$ cat src/hw/sync_loss_pkg.sv
// Package: sub-addresses, field positions, reset values and counts for the sync-loss/ID register bank
package sync_loss_pkg;
    // ************************************************************
    // Register sub-addresses
    // ************************************************************
    localparam logic [7:0] ADDR_RESERVED_A   = 8'h18;
    localparam logic [7:0] ADDR_SYNC_LOSS    = 8'h19;
    localparam logic [7:0] ADDR_RESERVED_B   = 8'h1A;
    localparam logic [7:0] ADDR_PART_ID      = 8'h1B;
    localparam logic [7:0] ADDR_SOFT_RESET   = 8'h17;

    // ************************************************************
    // Fields and reset values
    // ************************************************************
    localparam int         FAST_LOSS_BIT     = 5;
    localparam int         SOFT_RESET_BIT    = 7;
    localparam logic [7:0] RESERVED_VALUE    = 8'h00;
    localparam logic       FAST_LOSS_RESET   = 1'b0;
    localparam logic [7:0] PART_ID_DEFAULT   = 8'hA5;   // Arbitrary neutral value

    // ************************************************************
    // Counts and converter codes
    // ************************************************************
    localparam logic [3:0] SLOW_LOSS_MISSES  = 4'hC;    // 12 missed syncs
    localparam logic [3:0] FAST_LOSS_MISSES  = 4'h1;
    localparam logic [2:0] SOFT_RESET_CYCLES = 3'h4;
    localparam logic [7:0] WHITE_PEAK_CODE   = 8'hF8;   // 248
    localparam logic [7:0] FULL_SCALE_CODE   = 8'hFF;   // 255
endpackage

$ cat src/hw/sync_loss_regs.sv
// Sync-loss control, reserved bytes, part identification and white-peak limiting
`timescale 1ns/10ps

module sync_loss_regs #(
    parameter logic [7:0] PART_ID = sync_loss_pkg::PART_ID_DEFAULT  // Arbitrary value
) (
    input  wire logic       clk_in,
    input  wire logic       rst_n_in,
    // Register access from the serial host side
    input  wire logic       reg_wr_in,
    input  wire logic       reg_rd_in,
    input  wire logic [7:0] reg_addr_in,
    input  wire logic [7:0] reg_wdata_in,
    // Line-lock loop events
    input  wire logic       hsync_expected_in,
    input  wire logic       hsync_found_in,
    input  wire logic       lock_acquired_in,
    // White-peak pin and converter code
    input  wire logic       white_peak_limit_enable_in,
    input  wire logic [7:0] adc_code_in,
    // Outputs, each taken from the registered state
    output logic [7:0]      reg_rdata_out,
    output logic            fast_loss_select_out,
    output logic            tracking_out,
    output logic            lock_lost_out,
    output logic            gain_reduce_out,
    output logic            adc_clip_out,
    output logic            soft_reset_out
);
    // ************************************************************
    // State
    // ************************************************************
    // One-hot loop codes; the all-zero code is illegal and falls back to acquisition
    typedef enum logic [1:0] {
        ACQUIRE = 2'b01,
        TRACK   = 2'b10
    } loop_state_t;

    // Whole module state in one packed record
    typedef struct packed {
        logic [7:0]  rdata;
        logic        fast_loss;
        loop_state_t loop;
        logic [3:0]  misses;
        logic        lost;
        logic        gain_reduce;
        logic        clip;
        logic [2:0]  soft_cnt;
        logic        soft_active;
    } regs_state_t;

    // Registered state and its next value
    regs_state_t state_q;
    regs_state_t state_d;
    logic        wpe_sync;

    // ************************************************************
    // Pin synchroniser
    // ************************************************************
    // Pin is asynchronous to the master clock
    sync_sampler wpe_sampler (
        .clk_in    (clk_in),
        .rst_n_in  (rst_n_in),
        .pin_in    (white_peak_limit_enable_in),
        .level_out (wpe_sync)
    );

    // ************************************************************
    // Next-state logic
    // ************************************************************
    always_comb begin
        logic [3:0] limit;
        logic       miss;
        logic       soft_req;
        limit   = state_q.fast_loss ? sync_loss_pkg::FAST_LOSS_MISSES
                                    : sync_loss_pkg::SLOW_LOSS_MISSES;
        miss    = hsync_expected_in && !hsync_found_in;
        // New soft-reset request, kept apart so it can win over the countdown
        soft_req = reg_wr_in && (reg_addr_in == sync_loss_pkg::ADDR_SOFT_RESET)
                   && reg_wdata_in[sync_loss_pkg::SOFT_RESET_BIT];
        state_d = state_q;
        state_d.lost = 1'b0;

        // ************************************************************
        // Register writes
        // ************************************************************
        // Reserved and read-only sub-addresses fall through untouched
        if (reg_wr_in) begin
            unique case (reg_addr_in)
                sync_loss_pkg::ADDR_SYNC_LOSS: begin
                    state_d.fast_loss = reg_wdata_in[sync_loss_pkg::FAST_LOSS_BIT];
                end
                sync_loss_pkg::ADDR_SOFT_RESET: begin
                    // Start is applied after the countdown below, so a late request still wins
                end
                sync_loss_pkg::ADDR_RESERVED_A,
                sync_loss_pkg::ADDR_RESERVED_B,
                sync_loss_pkg::ADDR_PART_ID: begin
                    // writes to 0x18, 0x1A, 0x1B have no effect
                end
                default: begin
                    // Unmapped sub-addresses drop the write as well
                end
            endcase
        end

        // ************************************************************
        // Read mux
        // ************************************************************
        // Holds last value between reads
        // Unmapped sub-addresses read zero
        if (reg_rd_in) begin
            unique case (reg_addr_in)
                sync_loss_pkg::ADDR_RESERVED_A,
                sync_loss_pkg::ADDR_RESERVED_B: state_d.rdata = sync_loss_pkg::RESERVED_VALUE;
                sync_loss_pkg::ADDR_SYNC_LOSS: begin
                    state_d.rdata = '0;
                    state_d.rdata[sync_loss_pkg::FAST_LOSS_BIT] = state_q.fast_loss;
                end
                sync_loss_pkg::ADDR_PART_ID:    state_d.rdata = PART_ID;
                sync_loss_pkg::ADDR_SOFT_RESET: begin
                    state_d.rdata = '0;
                    state_d.rdata[sync_loss_pkg::SOFT_RESET_BIT] = state_q.soft_active;
                end
                default:                        state_d.rdata = '0;
            endcase
        end

        // ************************************************************
        // Line-lock loop
        // ************************************************************
        // Consecutive misses only, counted in TRACK
        // Found wins over a miss in the same cycle
        unique case (state_q.loop)
            ACQUIRE: begin
                state_d.misses = '0;
                if (lock_acquired_in) begin
                    state_d.loop = TRACK;
                end
            end
            TRACK: begin
                if (hsync_found_in) begin
                    state_d.misses = '0;
                end else if (miss) begin
                    if (state_q.misses + 4'h1 >= limit) begin
                        state_d.loop   = ACQUIRE;
                        state_d.lost   = 1'b1;
                        state_d.misses = '0;
                    end else begin
                        state_d.misses = state_q.misses + 4'h1;
                    end
                end
            end
            default: begin
                state_d.loop = ACQUIRE;
            end
        endcase

        // ************************************************************
        // White-peak limiting
        // ************************************************************
        // Gain reduction versus plain clipping
        // Decision lags the code by one cycle, the pin by two more
        state_d.gain_reduce = wpe_sync && (adc_code_in > sync_loss_pkg::WHITE_PEAK_CODE);
        state_d.clip        = !wpe_sync && (adc_code_in == sync_loss_pkg::FULL_SCALE_CODE);

        // ************************************************************
        // Software reset
        // ************************************************************
        // Restore registers, keep bus side, self-clear after 4 clocks
        // Read data is left alone: the bus side stays outside its reach
        if (state_q.soft_active) begin
            state_d.fast_loss = sync_loss_pkg::FAST_LOSS_RESET;
            state_d.loop      = ACQUIRE;
            state_d.misses    = '0;
            state_d.lost      = 1'b0;
            state_d.soft_cnt  = state_q.soft_cnt + 3'h1;
            if (state_q.soft_cnt + 3'h1 == sync_loss_pkg::SOFT_RESET_CYCLES) begin
                state_d.soft_active = 1'b0;
            end
        end

        // Fresh request restarts the count; set wins over the self-clear
        if (soft_req) begin
            state_d.soft_active = 1'b1;
            state_d.soft_cnt    = '0;
        end
    end

    // ************************************************************
    // Registers
    // ************************************************************
    // Reset pin loads every register; async pin assumed synchronised upstream
    always_ff @(posedge clk_in) begin
        if (!rst_n_in) begin
            state_q           <= '0;
            state_q.fast_loss <= sync_loss_pkg::FAST_LOSS_RESET;
            state_q.loop      <= ACQUIRE;
        end else begin
            state_q <= state_d;
        end
    end

    // ************************************************************
    // Outputs, all registered
    // ************************************************************
    // Read data holds until the next read
    assign reg_rdata_out        = state_q.rdata;
    assign fast_loss_select_out = state_q.fast_loss;
    assign tracking_out         = (state_q.loop == TRACK);
    assign lock_lost_out        = state_q.lost;
    assign gain_reduce_out      = state_q.gain_reduce;
    assign adc_clip_out         = state_q.clip;
    assign soft_reset_out       = state_q.soft_active;
endmodule

$ cat src/hw/sync_sampler.sv
// Two-flop synchroniser for pin inputs
`timescale 1ns/10ps
module sync_sampler (
    input  wire logic clk_in,
    input  wire logic rst_n_in,
    input  wire logic pin_in,
    output logic      level_out
);
    typedef struct packed {
        logic first;
        logic second;
    } sampler_state_t;

    sampler_state_t state_q;
    sampler_state_t state_d;

    // First stage feeds only the second stage
    always_comb begin
        state_d.first  = pin_in;
        state_d.second = state_q.first;
    end

    // Register the stages
    always_ff @(posedge clk_in) begin
        if (!rst_n_in) begin
            state_q <= '0;
        end else begin
            state_q <= state_d;
        end
    end

    assign level_out = state_q.second;
endmodule

$ cat config.mk
export PLATFORM = sky130hd
export DESIGN_NAME = sync_loss_regs
export DESIGN_NICKNAME = d
export VERILOG_FILES = /design/src/hw/sync_loss_pkg.sv /design/src/hw/sync_loss_regs.sv /design/src/hw/sync_sampler.sv
export SDC_FILE = /design/constraint.sdc
export NUM_CORES = 1
export LEC_CHECK = 0
export BUFFER_PORTS_ARGS = -buffer_cell sky130_fd_sc_hd__buf_4
export CAP_MARGIN = 10
export CORE_MARGIN = 2
export CORE_UTILIZATION = 47
export CTS_CLUSTER_DIAMETER = 40
export DETAILED_ROUTE_END_ITERATION = 8
export PLACE_DENSITY = 0.85
export SETUP_SLACK_MARGIN = 0.1
export SYNTH_ARGS = -nofsm -noshare
export SYNTH_HDL_FRONTEND = slang
export SYNTH_SLANG_ARGS = --single-unit
$ cat constraint.sdc
create_clock -name clk_in -period 2.1 [get_ports clk_in]
set_input_delay 0.42 -clock clk_in [delete_from_list [all_inputs] [get_ports clk_in]]
set_output_delay 0.42 -clock clk_in [all_outputs]
set_load 0.01 [all_outputs]
==> results.py, run 1 <==
metrics = {
    "synth": {
        "synth_area_sq_mm": 0.00109,
        "synth_compound_area_frac": 0.144,
        "ys_seq_area_frac": 0.350,
        "synth_flop_cell": "dfxtp_1",
        "synth_top_family_by_area": "simple AND/OR/NAND/NOR gates",
        "synthAdderAreaFrac": 0.104,
        "synthCells": 122,
        "muxShareOfSynthArea": 0.0276,
        "synth_warnings": 0,
        "synth.avg_cell_area_sq_um": 8.91,
        "async_flop_share": 0,
        "synthSimpleGateAreaFrac": 0.245,
        "yosys.area_share.xor_xnor": 0.0403,
        "synth_edf_count": 0,
        "synth-seq-cells": 19,
        "synth.distinct_cells": 38,
    },
    "grt": {
        "met1_usage": 0.193,
        "grt_max_degree": 11,
        "grt_pass1_wl_um": 3710,
        "grt_overflow": 0,
        "grt_util_met2": 0.338,
        "antenna_found_initial": 0,
        "grt_pass1_vias": 942,
        "track_usage": 0.184,
        "grt-busiest-layer": "met2",
        "grtUsageMet3": 0.0345,
    },
    "die": {
        "fp.dieW_um": 52.1,
        "row_count": 17,
        "fp.coreArea_sq_mm": 0.00219,
        "pin_count": 46,
        "chipHeight_um": 52.1,
        "die_area_sq_mm": 0.00271,
        "start_util": 0.496,
    },
    "timing": {
        "fin_setup_tns_ns": 0,
        "min_period_ns": 1.82,
        "slew_headroom": 0.660,
        "timing.final.crit_share": 0.866,
        "worst_pin_slew_ns": 0.506,
        "rsz0062_at_grt": "no",
        "drv_slew": 0,
        "clock_skew_ns": 0.00331,
        "max_freq_ghz": 0.550,
        "hold_viol": 0,
        "setup_viol": 0,
    },
    "cts": {
        "cts_setup_buffers": 0,
        "numCtsBuffers": 3,
        "clock_latency_ns": 0.31,
        "h-tree-depth": 1,
        "clk_pin_slew_worst_paths_ns": 0.10,
        "cts_tree": "done",
        "clk_path_buf_depth": 2,
        "cts_root_buf": "clkbuf_4",
        "clock_sinks": 19,
    },
    "routing": {
        "routed-via-count": 957,
        "ant_nets": 0,
        "wl_um": 2220,
        "dr.pass1.iters": 4,
        "drc": 0,
        "drtIter0Drc": 7,
        "routedWlPerCell_um": 12.1,
        "vias_per_cell": 5.23,
    },
    "place": {
        "place.gp.congestion": 0.747,
        "hpwl_um": 1770,
        "io_buffers": 35,
    },
    "layout": {
        "antenna_cells": 0,
        "final_common_cell": "buf_4",
        "layout.nets": 197,
        "final_core_util": 0.621,
        "area_delta_synth_final_pct": 25.1,
        "drive_gt1_frac": 0.297,
        "final_cell_mix": "buf_4 (35), dfxtp_1 (18), nand2_1 (13)",
    },
    "setup_path": {
        "crit_arrival_ns": 2.06,
        "required_ns": 2.35,
        "path_max_fanout": 4,
        "worstSetupEndpointType": "register",
        "start_kind": "register",
        "critical_path_class": "reg -> reg",
    },
    "power": {
        "power_density_mw_per_mm2": 595,
        "p_leak_nw": 0.657,
        "ir_drop_uv": 384,
    },
    "run": {
        "drv_cap": 0,
    },
    "hold_path": {
        "hold_path.class": "in -> reg",
    },
    "status": {
        "outcome": "finished clean",
    },
}
[sequential cells by signal, summed over array words and instances, names as in the netlist]
register               flops
gain_reduce_out            1
wpe_sampler.state_d        1
fast_loss_select_out       1
state_q                    9
soft_reset_out             1
adc_clip_out               1
wpe_sampler.level_out      1
lock_lost_out              1
reg_rdata_out              3
[synthesized netlist by cell type (2+ instances only)]
library cell / instances / area share
a21oi_1: 6 / 0.028
and2_1: 2 / 0.012
and3_1: 2 / 0.012
and3b_1: 2 / 0.016
buf_4: 8 / 0.055
dfxtp_1: 19 / 0.35
ha_1: 9 / 0.10
inv_1: 8 / 0.028
mux2i_1: 3 / 0.028
nand2_1: 13 / 0.045
nand2b_1: 5 / 0.029
nand3_1: 4 / 0.018
nand4_1: 2 / 0.012
nor2_1: 7 / 0.024
nor2b_1: 3 / 0.017
nor4_1: 2 / 0.012
o21ai_0: 2 / 0.0092
o31ai_1: 2 / 0.014
xnor2_1: 2 / 0.016
xor2_1: 3 / 0.024
[final timing paths]
check                                   from                      to  slack (ns)  cells after the start
setup / recovery                  state_q[9]              state_q[7]        0.28                      7
hold / removal    white_peak_limit_enable_in  wpe_sampler.state_d[0]        0.32                      2
setup reg to reg                  state_q[9]              state_q[7]        0.28                      7
hold reg to reg       wpe_sampler.state_d[0]   wpe_sampler.level_out        0.44                      1
[what timing repair did]
item | CTS | global route
gates resized for setup | 0 | 1
setup endpoints to repair | 0 | 1
hold buffers | 0 | 0
[metal layers]
metal / wire length, um / vias up / share of wire
met1: 945 / 438 / 0.43
met5: 0 / - / 0
met4: 46 / 0 / 0.021
li1: - / 475 / -
met2: 1030 / 39 / 0.46
met3: 198 / 5 / 0.089
[final cells by class]
type | count | area (sq um)
Inverter | 8 | 30.0
Sequential cell | 19 | 382
Fill cell | 203 | 831
Multi-Input combinational cell | 89 | 624
Clock buffer | 4 | 26.3
Tap cell | 28 | 35.0
Timing Repair Buffer | 35 | 263
[power by group]
group          switching [mW]  internal, mW  total (mW)
clock network           0.114        0.0743       0.188
registers              0.0136         0.378       0.392
logic                   0.118         0.111       0.229
total                   0.246         0.563       0.809
[logic make-up after synthesis]
| family | after synthesis |
|---|---|
| AO/OA/AOI/OAI | 21 |
| XOR/XNOR | 5 |
| adder cells (fa/ha/maj) | 9 |
| buffers and inverters | 17 |
| flip-flops | 19 |
| multiplexers | 3 |
| other | 1 |
| AND/OR/NAND/NOR | 47 |
[worst max-delay path, stage by stage (launching register included)]
cell and delay, ns:
dfxtp_1 0.38, nand3_1 0.11, xnor2_1 0.20, ha_1 0.30, a211oi_2 0.25, o211ai_2 0.14
or2_1 0.24, a21oi_2 0.13
[per-stage QoR]
stage	cell area (sq um)	hold slack (ns)	setup WS, ns	power, mW	instances
after floorplan	1100	0.412	0.438	0.552	125
after global placement	1330	0.416	0.340	0.615	179
after detailed placement	1330	0.423	0.265	0.630	179
after CTS	1360	0.312	0.223	0.818	183
after global routing	1360	0.324	0.135	0.857	183
final	1360	0.315	0.280	0.809	183
No activity file was read; power rests on OpenSTA's default activity.
==> inputs of run 2 (changes only) <==
--- a/config.mk
+++ b/config.mk
@@ -8,11 +8,12 @@
 export BUFFER_PORTS_ARGS = -buffer_cell sky130_fd_sc_hd__buf_4
 export CAP_MARGIN = 10
 export CORE_MARGIN = 2
-export CORE_UTILIZATION = 47
+export CORE_UTILIZATION = 46
 export CTS_CLUSTER_DIAMETER = 40
 export DETAILED_ROUTE_END_ITERATION = 8
-export PLACE_DENSITY = 0.85
+export PLACE_DENSITY = 0.84
 export SETUP_SLACK_MARGIN = 0.1
 export SYNTH_ARGS = -nofsm -noshare
 export SYNTH_HDL_FRONTEND = slang
+export SYNTH_HIERARCHICAL = 1
 export SYNTH_SLANG_ARGS = --single-unit
==> results.py, run 2 <==
metrics = {
    "synth": {
        "synth_edf_count": 0,
        "synthTopCellsByCount": "dfxtp_1 (19), nand2_1 (13), ha_1 (9)",
        "synth_warnings": 6,
        "synth.avg_cell_area_sq_um": 9.25,
        "synthCells": 116,
        "synth.area.top_cells": "dfxtp_1 (35%), ha_1 (10%), buf_4 (5.6%)",
        "async_flop_share": 0,
        "post-synth-top-count-cell": "dfxtp_1",
        "synth_flop_cell": "dfxtp_1",
        "synth_top_area_share": 0.354,
        "synth.distinct_cells": 37,
        "synth-seq-cells": 19,
        "synth_area_sq_mm": 0.00107,
        "yosysTopAreaCell": "dfxtp_1",
        "ys_seq_area_frac": 0.354,
    },
    "place": {
        "io_buffers": 35,
        "hpwl_um": 1750,
        "place.gp.congestion": 0.805,
        "dpl-instance-area_sq_mm": 0.00132,
    },
    "routing": {
        "drtIter0Drc": 8,
        "routedWlPerCell_um": 11.6,
        "wl_um": 2050,
        "dr.pass1.iters": 4,
        "routed-via-count": 908,
        "ant_nets": 0,
        "drc": 0,
        "vias_per_cell": 5.13,
    },
    "timing": {
        "clock_skew_ns": 0.00329,
        "hold_viol": 0,
        "slew_headroom": 0.617,
        "whs_ns": 0.335,
        "timing.final.crit_share": 0.868,
        "worst_pin_slew_ns": 0.570,
        "setup_viol": 0,
        "rsz0062_at_grt": "no",
        "drv_slew": 0,
        "min_period_ns": 1.82,
        "max_freq_ghz": 0.549,
        "fin_setup_tns_ns": 0,
    },
    "layout": {
        "antenna_cells": 0,
        "multiInputGateArea_sq_um": 617,
        "top_register": "state_q",
        "final_cell_mix": "buf_4 (35), dfxtp_1 (19), nand2_1 (13)",
        "drive_gt1_frac": 0.275,
        "area_delta_synth_final_pct": 25.3,
        "layout.nets": 191,
        "final_common_cell": "buf_4",
        "n_fill_cell": 191,
        "largest_reg_flops": 9,
        "regArea_sq_um": 380,
        "final_area_sq_mm": 0.00135,
    },
    "setup_path": {
        "worstSetupEndpointType": "register",
        "critPathSlowestCell": "dfxtp_1",
        "rr_startpoint": "state_q[7]",
        "critical_path_class": "reg -> reg",
        "r2r.worst_path.cells": 7,
        "rrSetupSlack_ns": 0.28,
        "cpPeakStageDelay_ns": 0.41,
        "crit_arrival_ns": 2.05,
        "start_kind": "register",
        "required_ns": 2.32,
        "path_cells": "nand3_1 > xnor2_1 > ha_1 > a21oi_1 > o21ai_1 > o221ai_1 > mux2i_1",
        "rr_endpoint": "state_q[12]",
        "path_max_fanout": 4,
    },
    "cts": {
        "ctsHoldBuffers": 0,
        "numCtsBuffers": 3,
        "clock_sinks": 19,
        "clk_path_buf_depth": 2,
        "clk_pin_slew_worst_paths_ns": 0.10,
        "cts_setup_buffers": 0,
        "clock_latency_ns": 0.28,
        "cts_root_buf": "clkbuf_4",
        "h-tree-depth": 1,
        "cts_tree": "done",
        "cts_resized": 0,
    },
    "power": {
        "switchingPower_mw": 0.226,
        "p_comb_frac": 0.270,
        "p_seq_frac": 0.504,
        "internal-power_mw": 0.548,
        "clkPwrFrac": 0.226,
        "p_leak_nw": 0.666,
        "ir_drop_uv": 395,
        "p_sw_frac": 0.293,
        "power_density_mw_per_mm2": 575,
        "power.total_mw": 0.774,
    },
    "die": {
        "row_count": 17,
        "chipHeight_um": 52.3,
        "fp.dieW_um": 52.3,
        "fp.coreArea_sq_mm": 0.00221,
        "pin_count": 46,
        "start_util": 0.485,
        "die_area_sq_mm": 0.00274,
    },
    "grt": {
        "grt_util_met2": 0.300,
        "antenna_found_initial": 0,
        "met1_usage": 0.190,
        "grtUsageMet3": 0.0314,
        "grt_max_degree": 12,
        "grt-busiest-layer": "met2",
        "grt_overflow": 0,
        "grt_pass1_wl_um": 3520,
        "track_usage": 0.172,
        "grt_pass1_vias": 887,
    },
    "run": {
        "drv_cap": 0,
    },
    "hold_path": {
        "hold_start": "white_peak_limit_enable_in",
        "hold_path.class": "in -> reg",
        "holdPathStages": 2,
        "holdPathEnd": "wpe_sampler/state_d[0]",
    },
    "status": {
        "outcome": "finished clean",
    },
}
[run 2: cell types whose count changed after synthesis, sizes merged, moves of 2 or more]
cell and change:
o211ai -2, nand3b +4, inv -2, nand3 -2
a21oi -6, a21boi +4, a22oi +3, nor2b -3
[run 2: final cells by class]
cell class	instances	share of cell area
clock inverter	1	0.00372
tap	28	0.0260
multi-input combinational	85	0.459
sequential	19	0.283
clock buffer	3	0.0167
timing repair buffer	35	0.195
inverter	6	0.0167
[run 2: critical path: cells and delay by family (launching register included)]
kind | cells | cell delay [ns]
AO/OA/AOI/OAI | 3 | 0.51
XOR/XNOR | 1 | 0.22
adder cells (fa/ha/maj) | 1 | 0.30
flip-flops | 1 | 0.41
multiplexers | 1 | 0.21
AND/OR/NAND/NOR | 1 | 0.11
[run 2: per-stage QoR]
step | utilization | instances | setup slack, ns
global route | 0.608 | 177 | 0.106
finish | 0.608 | 177 | 0.277
global placement | 0.596 | 173 | 0.391
CTS | 0.608 | 177 | 0.243
detailed placement | 0.596 | 173 | 0.272
floorplan | - | 119 | 0.507
[run 2: kinds of logic after synthesis]
kind of cell,share of synthesized area
AOI/OAI and AO/OA,0.121
xor gates and xnor gates,0.0408
adders and majority gates,0.105
buffers and inverters,0.0816
DFF,0.354
muxes,0.0373
other,0.00349
and+or+nand+nor,0.256
[run 2: layer usage]
layer	part of all wire	up-vias
li1	-	461
met1	0.40	428
met2	0.55	17
met3	0.037	2
met4	0.013	0
met5	0	-
[run 2: power by group through the flow]
stage                     registers (mW)  logic, mW  clock network, mW
after floorplan                    0.397      0.133                  0
after CTS                          0.390      0.211              0.182
after global routing               0.394      0.235              0.201
after detailed placement           0.399      0.211                  0
after global placement             0.398      0.195                  0
final                              0.390      0.209              0.175
[run 2: worst max-delay path by stage]
stage / from / to / slack (ns)
after floorplan: state_q[7] / state_q[12] / 0.51
after global placement: state_q[7] / state_q[12] / 0.39
after detailed placement: state_q[7] / state_q[12] / 0.27
after CTS: state_q[7] / state_q[12] / 0.24
after global routing: state_q[7] / state_q[12] / 0.11
final: state_q[7] / state_q[12] / 0.28
==> inputs of run 3 (changes only) <==
--- a/config.mk
+++ b/config.mk
@@ -5,13 +5,14 @@
 export SDC_FILE = /design/constraint.sdc
 export NUM_CORES = 1
 export LEC_CHECK = 0
+export ABC_AREA = 1
 export BUFFER_PORTS_ARGS = -buffer_cell sky130_fd_sc_hd__buf_4
 export CAP_MARGIN = 10
 export CORE_MARGIN = 2
-export CORE_UTILIZATION = 46
+export CORE_UTILIZATION = 47
 export CTS_CLUSTER_DIAMETER = 40
 export DETAILED_ROUTE_END_ITERATION = 8
-export PLACE_DENSITY = 0.84
+export PLACE_DENSITY = 0.85
 export SETUP_SLACK_MARGIN = 0.1
 export SYNTH_ARGS = -nofsm -noshare
 export SYNTH_HDL_FRONTEND = slang
==> results.py, run 3 <==
metrics = {
    "routing": {
        "routedWlPerCell_um": 9.80,
        "drc": 0,
        "vias_per_cell": 4.74,
        "drtIter0Drc": 12,
        "wl_um": 2010,
        "dr.pass1.iters": 4,
        "routed-via-count": 972,
        "ant_nets": 0,
    },
    "synth": {
        "synth_warnings": 6,
        "synth.area.top_cells": "dfxtp_1 (34%), ha_1 (10%), nand2_1 (7.5%)",
        "synth_top_area_share": 0.344,
        "synth-seq-cells": 19,
        "post-synth-top-count-cell": "nand2_1",
        "async_flop_share": 0,
        "yosysTopAreaCell": "dfxtp_1",
        "synthTopCellsByCount": "nand2_1 (22), inv_1 (20), dfxtp_1 (19)",
        "synth_edf_count": 0,
        "synth.distinct_cells": 29,
        "synth_flop_cell": "dfxtp_1",
        "synthCells": 144,
        "ys_seq_area_frac": 0.344,
        "synth.avg_cell_area_sq_um": 7.68,
        "synth_area_sq_mm": 0.00111,
    },
    "layout": {
        "layout.nets": 219,
        "antenna_cells": 0,
        "final_common_cell": "buf_4",
        "drive_gt1_frac": 0.294,
        "multiInputGateArea_sq_um": 586,
        "regArea_sq_um": 380,
        "n_fill_cell": 208,
        "largest_reg_flops": 9,
        "final_cell_mix": "buf_4 (35), nand2_1 (22), inv_1 (20)",
        "top_register": "state_q",
        "area_delta_synth_final_pct": 24.5,
    },
    "timing": {
        "whs_ns": 0.300,
        "clock_skew_ns": 0.00647,
        "fin_setup_tns_ns": 0,
        "min_period_ns": 1.68,
        "max_freq_ghz": 0.596,
        "timing.final.crit_share": 0.799,
        "setup_viol": 0,
        "rsz0062_at_grt": "no",
        "drv_slew": 0,
        "hold_viol": 0,
    },
    "setup_path": {
        "start_kind": "register",
        "rrSetupSlack_ns": 0.42,
        "r2r.worst_path.cells": 12,
        "required_ns": 2.30,
        "rr_startpoint": "state_q[7]",
        "critical_path_class": "reg -> reg",
        "rr_endpoint": "state_q[12]",
        "worstSetupEndpointType": "register",
        "crit_arrival_ns": 1.88,
        "path_max_fanout": 4,
    },
    "die": {
        "chipHeight_um": 52.5,
        "die_area_sq_mm": 0.00276,
        "row_count": 17,
        "fp.coreArea_sq_mm": 0.00221,
        "start_util": 0.500,
        "pin_count": 46,
        "fp.dieW_um": 52.5,
    },
    "cts": {
        "numCtsBuffers": 3,
        "clk_pin_slew_worst_paths_ns": 0.11,
        "h-tree-depth": 1,
        "clock_sinks": 19,
        "clk_path_buf_depth": 2,
        "clock_latency_ns": 0.29,
        "ctsHoldBuffers": 0,
        "cts_tree": "done",
        "cts_resized": 0,
        "cts_setup_buffers": 0,
        "cts_root_buf": "clkbuf_4",
    },
    "grt": {
        "antenna_found_initial": 0,
        "grt_overflow": 0,
        "grt_pass1_wl_um": 3430,
        "track_usage": 0.161,
        "grt_max_degree": 12,
        "grt_pass1_vias": 875,
    },
    "hold_path": {
        "holdPathEnd": "wpe_sampler/state_d[0]",
        "hold_path.class": "in -> reg",
        "holdPathStages": 3,
        "hold_start": "white_peak_limit_enable_in",
    },
    "place": {
        "place.gp.congestion": 0.765,
        "hpwl_um": 1710,
        "io_buffers": 35,
    },
    "power": {
        "ir_drop_uv": 510,
        "switchingPower_mw": 0.271,
        "p_leak_nw": 0.687,
        "power_density_mw_per_mm2": 619,
        "p_comb_frac": 0.316,
        "internal-power_mw": 0.581,
        "p_seq_frac": 0.472,
        "power.total_mw": 0.852,
        "p_sw_frac": 0.318,
        "clkPwrFrac": 0.213,
    },
    "run": {
        "drv_cap": 0,
    },
    "status": {
        "outcome": "finished clean",
    },
}
==> run 3: changes by cell type after synthesis, sizes merged, moves of 4 or more <==
cell	change
a21oi	+8
inv	+17
nand2	+10
nand2b	-4
nand3	+11
nor2	+6
nor3	+6
o21ai	+4
==> run 3: cell type report <==
| class | count | share of cell area |
|---|---|---|
| clock buffers | 3 | 0.0163 |
| repair buffers | 35 | 0.191 |
| flip-flops and latches | 19 | 0.276 |
| multi-input cells | 96 | 0.425 |
| well taps | 28 | 0.0254 |
| inverters | 23 | 0.0627 |
| clock inverters | 1 | 0.00363 |
==> run 3: cell families after synthesis <==
family / Yosys count / share of synthesized area
fa+ha+maj: 9 / 0.102
flops: 19 / 0.344
simple gates: 60 / 0.277
xor+xnor: 4 / 0.0385
buf+inv: 32 / 0.137
mux: 1 / 0.00905
other cells: 1 / 0.00339
compound gates: 18 / 0.0894
==> run 3: through the flow <==
stage / instance area, sq um / setup slack [ns] / util / std cells
2_1_floorplan: 1120 / 0.557 / - / 147
3_3_place_gp: 1350 / 0.470 / 0.610 / 201
3_5_place_dp: 1350 / 0.420 / 0.610 / 201
4_1_cts: 1380 / 0.414 / 0.623 / 205
5_1_grt: 1380 / 0.262 / 0.623 / 205
6_report: 1380 / 0.422 / 0.623 / 205
==> run 3: power by group through the flow <==
stage               Combinational, mW  Clock (mW)  Sequential (mW)
global route                    0.308       0.203            0.404
detailed placement              0.270           0            0.411
global placement                0.257           0            0.408
CTS                             0.271       0.189            0.402
floorplan                       0.191           0            0.407
finish                          0.269       0.181            0.402
==> run 3: worst max path at each step <==
stage / startpoint / endpoint / slack (ns) / depth (start not counted)
global placement: state_q[7] / state_q[11] / 0.47 / 12
detailed placement: state_q[7] / state_q[12] / 0.42 / 12
floorplan: state_q[7] / state_q[12] / 0.56 / 11
finish: state_q[7] / state_q[12] / 0.42 / 12
CTS: state_q[7] / state_q[12] / 0.41 / 12
global route: state_q[7] / state_q[11] / 0.26 / 12
==> run 3: per-layer routing <==
metal  share of wire  track usage  vias to the layer above
met2            0.53        0.294                       21
met4               0       0.0128                        0
met1            0.42        0.200                      433
met3           0.044       0.0343                        0
li1                -            -                      518
met5               0            0                        -
==> run 3: critical path: stages (launching register included) <==
cell	delay [ns]
dfxtp_1	0.36
ha_1	0.22
xnor2_1	0.13
inv_1	0.07
ha_1	0.27
nand2_1	0.07
inv_1	0.03
nand2_1	0.05
nand2_1	0.08
nand2_1	0.12
nand3_1	0.09
nand2_1	0.07
nor2_1	0.03
